--- src/rtl/sfrel_defs.svh ---
`ifndef SFREL_DEFS_SVH
`define SFREL_DEFS_SVH

// register byte offsets
`define SFREL_OFS_CTRL     12'h000
`define SFREL_OFS_STAT     12'h004
`define SFREL_OFS_LAST     12'h008

// exception bit positions, shared by flags, masks and status
`define SFREL_FLG_IE       0
`define SFREL_FLG_DE       1
`define SFREL_FLG_ZE       2
`define SFREL_FLG_OE       3
`define SFREL_FLG_UNF      4
`define SFREL_FLG_INX      5

// control register fields
`define SFREL_CTRL_FLG_LO  0
`define SFREL_CTRL_DAZ     6
`define SFREL_CTRL_MSK_LO  7
`define SFREL_CTRL_RC_LO   13
`define SFREL_CTRL_RST     32'h00001F80
`define SFREL_CTRL_WMASK   32'h00007FFF

// status register fields
`define SFREL_STAT_TRAP    6

// trap reporting
`define SFREL_TRAP_VEC     8'h13

// exponent range, bias and trap scaling
`define SFREL_EMIN         12'shF82
`define SFREL_EMAX         12'sh07F
`define SFREL_BIAS         12'sh07F
`define SFREL_SCALE        12'sh0C0
`define SFREL_SH_MAX       12'sh030

// result magnitudes
`define SFREL_MAG_MAXF     31'h7F7FFFFF
`define SFREL_MAG_INF      31'h7F800000

`endif

--- src/rtl/sfrel_pkg.sv ---
package sfrel_pkg;

    typedef enum logic [1:0] {
        SFREL_RND_NEAR = 2'h0,
        SFREL_RND_DOWN = 2'h1,
        SFREL_RND_UP   = 2'h2,
        SFREL_RND_ZERO = 2'h3
    } sfrel_rnd_t;

endpackage : sfrel_pkg

--- src/rtl/sfrel_round.sv ---
`timescale 1ns/100ps
`default_nettype none

// one rounding step straight from the exact significand; the shift denormalizes
module sfrel_round (
    input  wire logic                  sign,
    input  wire logic [47:0]           sig,
    input  wire logic [5:0]            shift,
    input  wire sfrel_pkg::sfrel_rnd_t mode,
    output logic      [24:0]           rounded,
    output logic                       inexact
);
    logic [95:0] wide;
    logic [23:0] kept;
    logic        guard;
    logic        sticky;
    logic        up;

    // 48 zero pad bits keep every bit shifted out by up to 48 places inside sticky
    assign wide   = {sig, 48'h000000000000} >> shift;
    assign kept   = wide[95:72];
    assign guard  = wide[71];
    assign sticky = |wide[70:0];

    always_comb begin
        unique case (mode)
            sfrel_pkg::SFREL_RND_NEAR: up = guard & (sticky | kept[0]);
            sfrel_pkg::SFREL_RND_DOWN: up = sign & (guard | sticky);
            sfrel_pkg::SFREL_RND_UP:   up = ~sign & (guard | sticky);
            sfrel_pkg::SFREL_RND_ZERO: up = 1'b0;
        endcase
    end

    assign rounded = {1'b0, kept} + {24'h000000, up};
    assign inexact = guard | sticky;

endmodule : sfrel_round
`default_nettype wire

--- src/rtl/sfrel_top.sv ---
// Functional notes
// - masked overflow sets overflow and inexact; nearest gives signed infinity.
// - masked overflow: round down/up give largest finite or infinity by sign; toward zero gives largest finite.
// - unmasked overflow delivers unbounded rounded result over two to 192.
// - tiny after unbounded rounding; masked gives bounded result, flags if inexact.
// - unmasked underflow delivers unbounded rounded result times two to 192.
// - inexact results set inexact; masked, bounded rounded result is returned.
// - unmasked inexact traps with masked under/overflow results or bounded result.
// - unmasked exceptions are reported on interrupt vector 19.
// - with denormals-as-zeros set, denormal operands become signed zeros, flags untouched.
// - invalid, denormal, divide-by-zero first; unmasked ones skip size checks.
// - tiny results shift right until exponent reaches -126, by at most 48 places.
// - denormalized results are rounded once, from the exact value.
// - flag and mask bits: invalid, denormal, zero-divide, overflow, underflow, inexact.
//
// The register offsets and register access over APB were chosen for this implementation.
`timescale 1ns/100ps
`default_nettype none
`include "sfrel_defs.svh"

module sfrel_top (
    input  wire logic                CLK,
    input  wire logic                ARST_N,
    input  wire logic                PSEL,
    input  wire logic                PENABLE,
    input  wire logic                PWRITE,
    input  wire logic [11:0]         PADDR,
    input  wire logic [31:0]         PWDATA,
    output logic                     PREADY,
    output logic      [31:0]         PRDATA,
    output logic                     PSLVERR,
    input  wire logic [31:0]         OPND_A,
    input  wire logic [31:0]         OPND_B,
    output logic      [31:0]         OPND_A_DAZ,
    output logic      [31:0]         OPND_B_DAZ,
    input  wire logic                RES_VALID,
    input  wire logic                RES_SIGN,
    input  wire logic signed [11:0]  RES_EXP,
    input  wire logic [47:0]         RES_SIG,
    input  wire logic [2:0]          RES_PRE_FLAGS,
    input  wire logic                RES_SPECIAL,
    input  wire logic [31:0]         RES_SPECIAL_VAL,
    output logic                     RESULT_VALID,
    output logic      [31:0]         RESULT,
    output logic                     RESULT_WE,
    output logic      [5:0]          RESULT_FLAGS,
    output logic                     EXC_TRAP,
    output logic      [7:0]          EXC_VECTOR
);
    logic [31:0]             ctrl_reg;
    logic [31:0]             stat_reg;
    logic [31:0]             last_reg;
    logic                    in_valid_reg;
    logic                    in_sign_reg;
    logic signed [11:0]      in_exp_reg;
    logic [47:0]             in_sig_reg;
    logic [2:0]              in_pre_reg;
    logic                    in_special_reg;
    logic [31:0]             in_special_val_reg;
    logic [5:0]              msk;
    sfrel_pkg::sfrel_rnd_t   mode;
    logic [24:0]             ru;
    logic [24:0]             rb;
    logic                    inx_u;
    logic                    inx_b;
    logic signed [11:0]      exp_u;
    logic signed [11:0]      under_by;
    logic [5:0]              sh_b;
    logic                    huge;
    logic                    tiny;
    logic [31:0]             res_u_up;
    logic [31:0]             res_u_dn;
    logic [31:0]             res_b;
    logic [31:0]             res_next;
    logic [5:0]              flg_next;
    logic                    trap_next;
    logic                    wr_en;
    logic                    setup;

    function automatic logic [31:0] daz(input logic [31:0] v, input logic on);
        daz = (on && v[30:23] == 8'h00) ? {v[31], 31'h00000000} : v;
    endfunction : daz

    function automatic logic [31:0] ovf_res(input logic s, input sfrel_pkg::sfrel_rnd_t m);
        logic big;
        big = 1'b1;
        unique case (m)
            sfrel_pkg::SFREL_RND_NEAR: big = 1'b1;
            sfrel_pkg::SFREL_RND_DOWN: big = s;
            sfrel_pkg::SFREL_RND_UP:   big = ~s;
            sfrel_pkg::SFREL_RND_ZERO: big = 1'b0;
        endcase
        ovf_res = {s, big ? `SFREL_MAG_INF : `SFREL_MAG_MAXF};
    endfunction : ovf_res

    function automatic logic [31:0] pack(input logic s, input logic signed [11:0] e,
                                         input logic [24:0] r);
        pack = r[24] ? {s, e[7:0], r[23:1]} : {s, e[7:0], r[22:0]};
    endfunction : pack

    // one decode for the error response; the read mux lists the same offsets
    function automatic logic reg_mapped(input logic [11:0] a);
        reg_mapped = (a == `SFREL_OFS_CTRL) || (a == `SFREL_OFS_STAT) || (a == `SFREL_OFS_LAST);
    endfunction : reg_mapped

    // masks share the flag order, a one means masked
    assign msk  = ctrl_reg[`SFREL_CTRL_MSK_LO +: 6];
    assign mode = sfrel_pkg::sfrel_rnd_t'(ctrl_reg[`SFREL_CTRL_RC_LO +: 2]);

    // operand conditioning ahead of the arithmetic; the denormal flag is not touched here
    always_ff @(posedge CLK or negedge ARST_N) begin
        if (!ARST_N) begin
            OPND_A_DAZ <= 32'h00000000;
            OPND_B_DAZ <= 32'h00000000;
        end else begin
            OPND_A_DAZ <= daz(OPND_A, ctrl_reg[`SFREL_CTRL_DAZ]);
            OPND_B_DAZ <= daz(OPND_B, ctrl_reg[`SFREL_CTRL_DAZ]);
        end
    end

    // capture the exact result; breaks the path from the pipeline into the rounders
    always_ff @(posedge CLK or negedge ARST_N) begin
        if (!ARST_N) begin
            in_valid_reg       <= 1'b0;
            in_sign_reg        <= 1'b0;
            in_exp_reg         <= 12'sh000;
            in_sig_reg         <= 48'h000000000000;
            in_pre_reg         <= 3'h0;
            in_special_reg     <= 1'b0;
            in_special_val_reg <= 32'h00000000;
        end else begin
            in_valid_reg       <= RES_VALID;
            in_sign_reg        <= RES_SIGN;
            in_exp_reg         <= RES_EXP;
            in_sig_reg         <= RES_SIG;
            in_pre_reg         <= RES_PRE_FLAGS;
            in_special_reg     <= RES_SPECIAL;
            in_special_val_reg <= RES_SPECIAL_VAL;
        end
    end

    // unbounded exponent rounding, used for tininess and the trap handler result
    sfrel_round u_round_unb (
        .sign    (in_sign_reg),
        .sig     (in_sig_reg),
        .shift   (6'h00),
        .mode    (mode),
        .rounded (ru),
        .inexact (inx_u)
    );

    // bounded rounding works on the exact value again, not on ru
    assign under_by = `SFREL_EMIN - in_exp_reg;
    always_comb begin
        if (in_exp_reg >= `SFREL_EMIN) begin
            sh_b = 6'h00;
        end else if (under_by > `SFREL_SH_MAX) begin
            sh_b = 6'(`SFREL_SH_MAX);
        end else begin
            sh_b = under_by[5:0];
        end
    end

    sfrel_round u_round_bnd (
        .sign    (in_sign_reg),
        .sig     (in_sig_reg),
        .shift   (sh_b),
        .mode    (mode),
        .rounded (rb),
        .inexact (inx_b)
    );

    // size checks use the exponent after rounding, so a carry past the top counts as huge
    assign exp_u    = in_exp_reg + $signed({11'h000, ru[24]});
    assign huge     = exp_u > `SFREL_EMAX;
    assign tiny     = exp_u < `SFREL_EMIN;
    // scaled trap results wrap in the exponent field; the handler gets no range check
    assign res_u_dn = pack(in_sign_reg, exp_u - `SFREL_SCALE + `SFREL_BIAS, {1'b0, ru[24] ? ru[24:1] : ru[23:0]});
    assign res_u_up = pack(in_sign_reg, exp_u + `SFREL_SCALE + `SFREL_BIAS, {1'b0, ru[24] ? ru[24:1] : ru[23:0]});

    // a denormalized value carries exponent field 0, or 1 if rounding reached the normal range
    always_comb begin
        if (sh_b == 6'h00) begin
            // same input and shift as the unbounded rounder, so exp_u already holds the carry
            res_b = pack(in_sign_reg, exp_u + `SFREL_BIAS, rb);
        end else begin
            res_b = {in_sign_reg, 7'h00, rb[23], rb[22:0]};
        end
    end

    always_comb begin
        res_next  = 32'h00000000;
        flg_next  = {3'h0, in_pre_reg};
        trap_next = 1'b0;
        if (|(in_pre_reg & ~msk[2:0])) begin
            trap_next = 1'b1;
        end else if (in_special_reg) begin
            res_next = in_special_val_reg;
        end else if (huge) begin
            flg_next[`SFREL_FLG_OE] = 1'b1;
            if (msk[`SFREL_FLG_OE]) begin
                res_next                 = ovf_res(in_sign_reg, mode);
                flg_next[`SFREL_FLG_INX] = 1'b1;
            end else begin
                res_next                 = res_u_dn;
                flg_next[`SFREL_FLG_INX] = inx_u;
                trap_next                = 1'b1;
            end
        end else if (tiny && !msk[`SFREL_FLG_UNF]) begin
            res_next                 = res_u_up;
            flg_next[`SFREL_FLG_UNF] = 1'b1;
            flg_next[`SFREL_FLG_INX] = inx_u;
            trap_next                = 1'b1;
        end else begin
            res_next                 = res_b;
            flg_next[`SFREL_FLG_INX] = inx_b;
            flg_next[`SFREL_FLG_UNF] = tiny & inx_b;
        end
        // inexact traps only once under/overflow have been dealt with as masked
        if (flg_next[`SFREL_FLG_INX] && !msk[`SFREL_FLG_INX]) begin
            trap_next = 1'b1;
        end
    end

    // results leave two cycles after RES_VALID; a trapped result goes to the handler only
    always_ff @(posedge CLK or negedge ARST_N) begin
        if (!ARST_N) begin
            RESULT_VALID <= 1'b0;
            RESULT       <= 32'h00000000;
            RESULT_WE    <= 1'b0;
            RESULT_FLAGS <= 6'h00;
            EXC_TRAP     <= 1'b0;
            EXC_VECTOR   <= 8'h00;
        end else begin
            RESULT_VALID <= in_valid_reg;
            RESULT       <= in_valid_reg ? res_next : 32'h00000000;
            RESULT_WE    <= in_valid_reg & ~trap_next;
            RESULT_FLAGS <= in_valid_reg ? flg_next : 6'h00;
            EXC_TRAP     <= in_valid_reg & trap_next;
            EXC_VECTOR   <= (in_valid_reg & trap_next) ? `SFREL_TRAP_VEC : 8'h00;
        end
    end

    // apb slave: one wait-free access, pready raised for the access phase
    assign setup = PSEL & ~PENABLE;
    assign wr_en = PSEL & PENABLE & PREADY & PWRITE;

    always_ff @(posedge CLK or negedge ARST_N) begin
        if (!ARST_N) begin
            PREADY  <= 1'b0;
            PSLVERR <= 1'b0;
        end else begin
            PREADY  <= setup;
            PSLVERR <= setup & ~reg_mapped(PADDR);
        end
    end

    // read data is zero outside the access phase so a stale word never looks valid
    always_ff @(posedge CLK or negedge ARST_N) begin
        if (!ARST_N) begin
            PRDATA <= 32'h00000000;
        end else if (setup && !PWRITE) begin
            unique case (PADDR)
                `SFREL_OFS_CTRL: PRDATA <= ctrl_reg;
                `SFREL_OFS_STAT: PRDATA <= stat_reg;
                `SFREL_OFS_LAST: PRDATA <= last_reg;
                default:         PRDATA <= 32'h00000000;
            endcase
        end else begin
            PRDATA <= 32'h00000000;
        end
    end

    // sticky flags: a flag raised by a result in the same cycle as a write survives it
    always_ff @(posedge CLK or negedge ARST_N) begin
        if (!ARST_N) begin
            ctrl_reg <= `SFREL_CTRL_RST;
        end else begin
            ctrl_reg <= ((wr_en && PADDR == `SFREL_OFS_CTRL) ? (PWDATA & `SFREL_CTRL_WMASK) : ctrl_reg)
                        | (in_valid_reg ? {26'h0000000, flg_next} : 32'h00000000);
        end
    end

    // status and last result follow every result, trapped ones too, for the handler
    always_ff @(posedge CLK or negedge ARST_N) begin
        if (!ARST_N) begin
            stat_reg <= 32'h00000000;
        end else if (in_valid_reg) begin
            stat_reg <= {25'h0000000, trap_next, flg_next};
        end
    end

    always_ff @(posedge CLK or negedge ARST_N) begin
        if (!ARST_N) begin
            last_reg <= 32'h00000000;
        end else if (in_valid_reg) begin
            last_reg <= res_next;
        end
    end

endmodule : sfrel_top
`default_nettype wire

--- config.mk ---
export PLATFORM = sky130hd
export DESIGN_NAME = sfrel_top
export DESIGN_NICKNAME = d
export VERILOG_FILES = /design/src/rtl/sfrel_pkg.sv /design/src/rtl/sfrel_round.sv /design/src/rtl/sfrel_top.sv
export VERILOG_INCLUDE_DIRS = /design/src /design/src/rtl
export SDC_FILE = /design/constraint.sdc
export NUM_CORES = 1
export LEC_CHECK = 0
export BUFFER_PORTS_ARGS = -buffer_cell sky130_fd_sc_hd__buf_2
export CORE_MARGIN = 2
export CORE_UTILIZATION = 45
export CTS_CLUSTER_DIAMETER = 100
export CTS_CLUSTER_SIZE = 12
export DETAILED_ROUTE_END_ITERATION = 16
export MAX_ROUTING_LAYER = met4
export PLACE_DENSITY = 0.73
export SYNTH_ARGS = -nofsm -noshare
export SYNTH_HDL_FRONTEND = slang
export SYNTH_HIERARCHICAL = 1
export SYNTH_SLANG_ARGS = --single-unit
--- constraint.sdc ---
create_clock -name CLK -period 8.2 [get_ports CLK]
set_input_delay 1.64 -clock CLK [delete_from_list [all_inputs] [get_ports CLK]]
set_output_delay 1.64 -clock CLK [all_outputs]
set_load 0.02 [all_outputs]
==> impl_metrics.json, run 1 <==
{
  "drc": 0,
  "max_stage_delay_ns": 0.54,
  "grt_max_degree": 135,
  "regArea_um2": 7290,
  "wl_per_cell_um": 19.7,
  "io_pins": 358,
  "vias_per_cell": 5.86,
  "arrival_ns": 8.06,
  "num_rows": 73,
  "synthesis.area_um2": 18100,
  "tightest_slew_ns": 1.18,
  "drtPass1Iterations": 6,
  "first_iter_violations": 1482,
  "hold_path_class": "flop to flop",
  "clk_latency_ns": 0.57,
  "cts-buffers-inserted": 28,
  "max_freq_ghz": 0.131,
  "grt_util_all_layers": 0.256,
  "nNetsFinal": 2410,
  "numPortBuffers": 335,
  "hold_buffers": 0,
  "cts_tree": "done",
  "cp_top_family": "simple AND/OR/NAND/NOR gates",
  "crit_fanout": 27,
  "fp.dieW_um": 205,
  "hold_violations": 0,
  "maxCapViolations": 0,
  "setup_ws_ns": 0.564,
  "globalplace.congestion": 0.944,
  "synthCells": 1869,
  "fin_tns_setup_ns": 0,
  "pre_cts_ws_ns": 0.144,
  "ys_seq_area_frac": 0.402,
  "clock-sinks": 291,
  "peakVddDrop_v": 0.000180,
  "syn_to_final_growth_pct": 17.6,
  "clk_path_buf_depth": 3,
  "startpoint_type": "flop",
  "largest_reg_flops": 48,
  "path_class": "flop to flop",
  "fin_crit_ns": 7.64,
  "fp.dieH_um": 205,
  "ys_warn_count": 6,
  "dieArea_um2": 41900,
  "power_density_nw_per_um2": 165,
  "ys_types": 99,
  "cp_num_buf_inv": 5,
  "ys_ff_latch": 291,
  "dp_hpwl_mm": 39.7,
  "crit_path_end_kind": "flop",
  "avgSynthCellArea_um2": 9.69,
  "outcome": "complete, no violations",
  "synth-edff-count": 0,
  "setup_viol": 0,
  "start_util": 0.456,
  "rsz0062_at_grt": "no",
  "ant_nets": 0,
  "vias": 15969,
  "required_ns": 8.62,
  "fill_cells": 3537,
  "multi_input_area_um2": 10100,
  "crit_path_top_delay_cell": "mux4_2",
  "finalCritPeriodShare": 0.931,
  "grt_first_pass_wirelength_mm": 82.8,
  "async_reset_ff_frac": 1.00,
  "grt_antenna_before_repair": 3,
  "max_slew_margin": 0.212,
  "grt_overflow": 0,
  "cts_root_buf": "clkbuf_16",
  "coreArea_um2": 39700,
  "synthFlopType": "dfrtp_1",
  "path_clk_slew_ns": 0.06,
  "cts.htree.levels": 1,
  "crit_top_cell": "ha_1",
  "skew_ns": 0.0246,
  "grt_pass1_vias": 15204,
  "routed_wl_mm": 53.6,
  "finalMaxSlewViolations": 0,
  "drive_above_1_share": 0.274,
  "p_leak_nw": 9.52
}
==> Yosys cell counts, types with 6 or more instances <==
library cell  count  area (um2)
a211oi_1         23         173
or2_2            10        62.6
o21ai_0          75         375
mux2_2           62         698
nand3_1          33         165
dfstp_2           6         158
a22oi_1          13        97.6
o22ai_1           6        37.5
xor2_1           25         219
nand2b_1         49         307
xnor2_1          33         289
a221oi_2          7         105
and3_1           15        93.8
mux4_1            9         236
nand4_1          19         119
dfrtp_1         285        7130
a31oi_1          13        81.3
a21oi_1         103         515
o221ai_1         27         236
nor3_1           69         345
buf_4            11        82.6
and2_1           75         469
a21o_1           24         180
nand3b_1          6        45.0
mux2i_1          75         751
clkbuf_1         84         315
mux4_2           49        1100
buf_1             9        33.8
nor2b_1          46         288
nor4_1           38         238
ha_1             14         175
a32oi_1          10        87.6
nor4b_1           6        52.6
buf_2            33         165
or3_1            17         106
nor3b_1           9        67.6
nor2_1          172         646
nand2_1         146         548
inv_1            41         154
==> final timing paths <==
check / from / endpoint / slack [ns] / cells past startpoint
max: in_exp_reg[0]$_DFF_PN0_ / RESULT[12]$_DFF_PN0_ / 0.56 / 31
min: last_reg[27]$_DFFE_PN0P_ / last_reg[27]$_DFFE_PN0P_ / 0.47 / 1
max reg2reg: in_exp_reg[0]$_DFF_PN0_ / RESULT[12]$_DFF_PN0_ / 0.56 / 31
min reg2reg: last_reg[27]$_DFFE_PN0P_ / last_reg[27]$_DFFE_PN0P_ / 0.47 / 1
max in group asynchronous: ARST_N / in_special_reg$_DFF_PN0_ / 5.72 / 2
min in group asynchronous: ARST_N / in_sig_reg[18]$_DFF_PN0_ / 1.04 / 1
==> power by group <==
part	switching, mW	total, mW	leakage (nW)	internal [mW]
Sequential	0.0763	1.59	3.54	1.51
Combinational	0.462	0.781	5.61	0.319
Clock	0.525	1.15	0.374	0.628
Total	1.06	3.53	9.52	2.46
==> per-layer routing <==
| metal | share of wire | vias up | wire length, um | track usage |
|---|---|---|---|---|
| met2 | 0.47 | 748 | 25200 | 0.390 |
| li1 | - | 7381 | - | - |
| met3 | 0.073 | 122 | 3930 | 0.0344 |
| met4 | 0.034 | 0 | 1810 | 0.0924 |
| met5 | 0 | - | 0 | - |
| met1 | 0.42 | 7718 | 22600 | 0.350 |
==> stage by stage <==
stage | cells | hold slack (ns) | power [mW] | cell area, um2 | utilization
after floorplan | 1891 | 0.441 | 2.09 | 18200 | -
after detailed placement | 2672 | 0.458 | 2.37 | 20400 | 0.514
after CTS | 2712 | 0.470 | 3.52 | 21200 | 0.534
final | 2724 | 0.466 | 3.53 | 21300 | 0.536
after global routing | 2723 | 0.483 | 3.69 | 21300 | 0.536
after global placement | 2672 | 0.450 | 2.36 | 20400 | 0.514
==> logic make-up after synthesis <==
kind of cell,synth area share
DFF,0.402
adders and majority gates,0.00967
buffers and inverters,0.0465
and+or+nand+nor,0.211
muxes,0.155
AOI/OAI and AO/OA,0.147
xor gates and xnor gates,0.0280
other,0.000207
==> timing repair <==
| item | 4_1_cts | 5_1_grt |
|---|---|---|
| resized for setup | 0 | 6 |
| endpoints found under the setup margin | 0 | 48 |
| setup buffers | 0 | 7 |
==> layout by cell type (no fill, tap or decap), types with 10 or more instances in the layout <==
cell type	instances
clkbuf_16	28
o21ai_0	74
nand2b_1	49
nand4_1	19
mux2_2	62
and3_1	14
xor2_1	25
nor3_1	68
conb_1	23
buf_4	67
dfrtp_1	284
inv_1	41
a21oi_1	103
nand2_1	146
xnor2_1	33
a21o_1	24
a32oi_1	10
nor4_1	37
a211oi_1	22
buf_2	334
or2_2	10
mux2i_1	74
a31oi_1	13
or3_1	17
mux4_2	49
a22oi_1	13
nand3_1	33
o221ai_1	27
and2_1	75
ha_1	14
nor2_1	171
nor2b_1	46
==> layout make-up <==
type,instances,share of cell area
Multi-Input combinational cell,1413,0.475
Sequential cell,291,0.342
Timing Repair Buffer,407,0.107
Clock buffer,38,0.0351
Tap cell,525,0.0308
Inverter,44,0.00775
Clock inverter,2,0.00117
Antenna cell,4,0.000470
Power figures use the tool's default switching activity.
==> run 2, diff against run 1 <==
--- a/config.mk
+++ b/config.mk
@@ -13,7 +13,7 @@
 export CTS_CLUSTER_SIZE = 12
 export DETAILED_ROUTE_END_ITERATION = 16
 export MAX_ROUTING_LAYER = met4
-export PLACE_DENSITY = 0.73
+export PLACE_DENSITY = 0.77
 export SYNTH_ARGS = -nofsm -noshare
 export SYNTH_HDL_FRONTEND = slang
 export SYNTH_HIERARCHICAL = 1
==> run 2 against run 1 <==
  * Worst setup slack got worse by 0.054 ns
  * Cell area decreased by 0.50%
  * Maximum frequency fell by 0.70%
  * Largest power group unchanged
  * Critical path depth up 1
  * Critical path type unchanged
  * First-iteration DRC count is 17% higher
==> impl_metrics.json, run 2 (synthesized netlist as in run 1, its figures left out) <==
{
  "outcome": "complete, no violations",
  "required_ns": 8.63,
  "clk_latency_ns": 0.57,
  "wl_met1_mm": 23.6,
  "drc": 0,
  "drive_above_1_share": 0.269,
  "grt_max_degree": 168,
  "arrival_ns": 8.12,
  "routed_wl_mm": 55.1,
  "r2r-start": "in_exp_reg[0]$_DFF_PN0_",
  "hold_violations": 0,
  "grt_overflow": 0,
  "final_common_cell": "buf_2",
  "skew_ns": 0.0271,
  "worstHoldPathCells": 1,
  "grt_antenna_before_repair": 4,
  "fin_tns_setup_ns": 0,
  "cts_tree": "done",
  "finalCritPeriodShare": 0.938,
  "wl_met2_mm": 25.6,
  "max_slew_margin": 0.154,
  "power_density_nw_per_um2": 167,
  "placed_area_um2": 20300,
  "grt_first_pass_wirelength_mm": 84.3,
  "crit_path_end_kind": "flop",
  "design_area_um2": 21200,
  "tightest_slew_ns": 1.26,
  "wl_per_cell_um": 20.3,
  "r2r-end": "RESULT[15]$_DFF_PN0_",
  "cp-startpoint": "in_exp_reg[0]$_DFF_PN0_",
  "p_leak_nw": 9.45,
  "start_util": 0.456,
  "globalplace.congestion": 0.974,
  "vias_per_cell": 5.95,
  "place_inst": 2659,
  "path_clk_slew_ns": 0.06,
  "grt_util_all_layers": 0.261,
  "met3WireLength_mm": 3.78,
  "setup_viol": 0,
  "r2r_cells": 32,
  "maxCapViolations": 0,
  "cts.htree.levels": 1,
  "min-delay-start": "last_reg[24]$_DFFE_PN0P_",
  "rrSetupSlack_ns": 0.51,
  "ant_nets": 0,
  "clk_path_buf_depth": 3,
  "max_freq_ghz": 0.130,
  "io_pins": 358,
  "crit_end": "RESULT[15]$_DFF_PN0_",
  "first_iter_violations": 1734,
  "cts-buffers-inserted": 28,
  "crit_path_top_delay_cell": "mux4_2",
  "dieArea_um2": 41900,
  "clock-sinks": 291,
  "fp.dieH_um": 205,
  "dr.max_layer_used": "met4",
  "dp_hpwl_mm": 41.0,
  "startpoint_type": "flop",
  "fp.dieW_um": 205,
  "hold_buffers": 0,
  "largest_reg_flops": 48,
  "layout_common_cells": "buf_2, dfrtp_1, nor2_1",
  "num_rows": 73,
  "cp_num_buf_inv": 4,
  "crit_top_cell": "ha_1",
  "hold_path_class": "flop to flop",
  "coreArea_um2": 39700,
  "syn_to_final_growth_pct": 17.0,
  "finalMaxSlewViolations": 0,
  "cp_top_family": "simple AND/OR/NAND/NOR gates",
  "fin_crit_ns": 7.69,
  "fill_cells": 3506,
  "path_class": "flop to flop",
  "drtPass1Iterations": 5,
  "max_stage_delay_ns": 0.57,
  "numPortBuffers": 335,
  "fin_cells": 2712,
  "rsz0062_at_grt": "no",
  "crit_fanout": 23,
  "nNetsFinal": 2396,
  "cts_root_buf": "clkbuf_16",
  "peakVddDrop_v": 0.000168,
  "cp_num_cells": 32,
  "vias": 16130,
  "grt_pass1_vias": 15533
}
-- run 2: report_power, final --
part           switching, mW  leakage [nW]  internal (mW)
Sequential            0.0782          3.54           1.51
Clock                  0.523         0.381          0.646
Combinational          0.467          5.53          0.310
Total                   1.07          9.45           2.47
-- run 2: worst min-delay path by stage --
stage	endpoint	slack, ns
after floorplan	last_reg[23]$_DFFE_PN0P_	0.44
after global placement	last_reg[24]$_DFFE_PN0P_	0.45
after detailed placement	last_reg[24]$_DFFE_PN0P_	0.46
after CTS	last_reg[24]$_DFFE_PN0P_	0.47
after global routing	last_reg[24]$_DFFE_PN0P_	0.49
final	last_reg[24]$_DFFE_PN0P_	0.47
-- run 2: per-stage QoR --
step	setup WS, ns	hold WS [ns]	power (mW)	utilization
after floorplan	1.11	0.441	2.09	-
final	0.511	0.467	3.54	0.534
after global placement	0.429	0.452	2.35	0.512
after detailed placement	0.158	0.458	2.37	0.512
after CTS	0.117	0.471	3.54	0.531
after global routing	0.00159	0.491	3.69	0.533
-- run 2: final cells by class --
type / count / area (um2) / area share
clock inverter: 1 / 8.76 / 0.000413
timing repair buffer: 394 / 2180 / 0.103
inverter: 44 / 165 / 0.00779
tap: 525 / 657 / 0.0310
sequential: 291 / 7290 / 0.344
multi-input combinational: 1412 / 10100 / 0.477
clock buffer: 40 / 777 / 0.0367
antenna: 5 / 12.5 / 0.000590
-- run 2: metal layers --
metal | vias to the layer above | GRT usage
li1 | 7365 | -
met1 | 7885 | 0.358
met2 | 738 | 0.396
met3 | 142 | 0.0352
met4 | 0 | 0.0991
met5 | - | -
-- run 2: repair_timing --
action,CTS,global route
buffers inserted,0,7
gates resized for setup,0,4
setup endpoints to repair,0,48
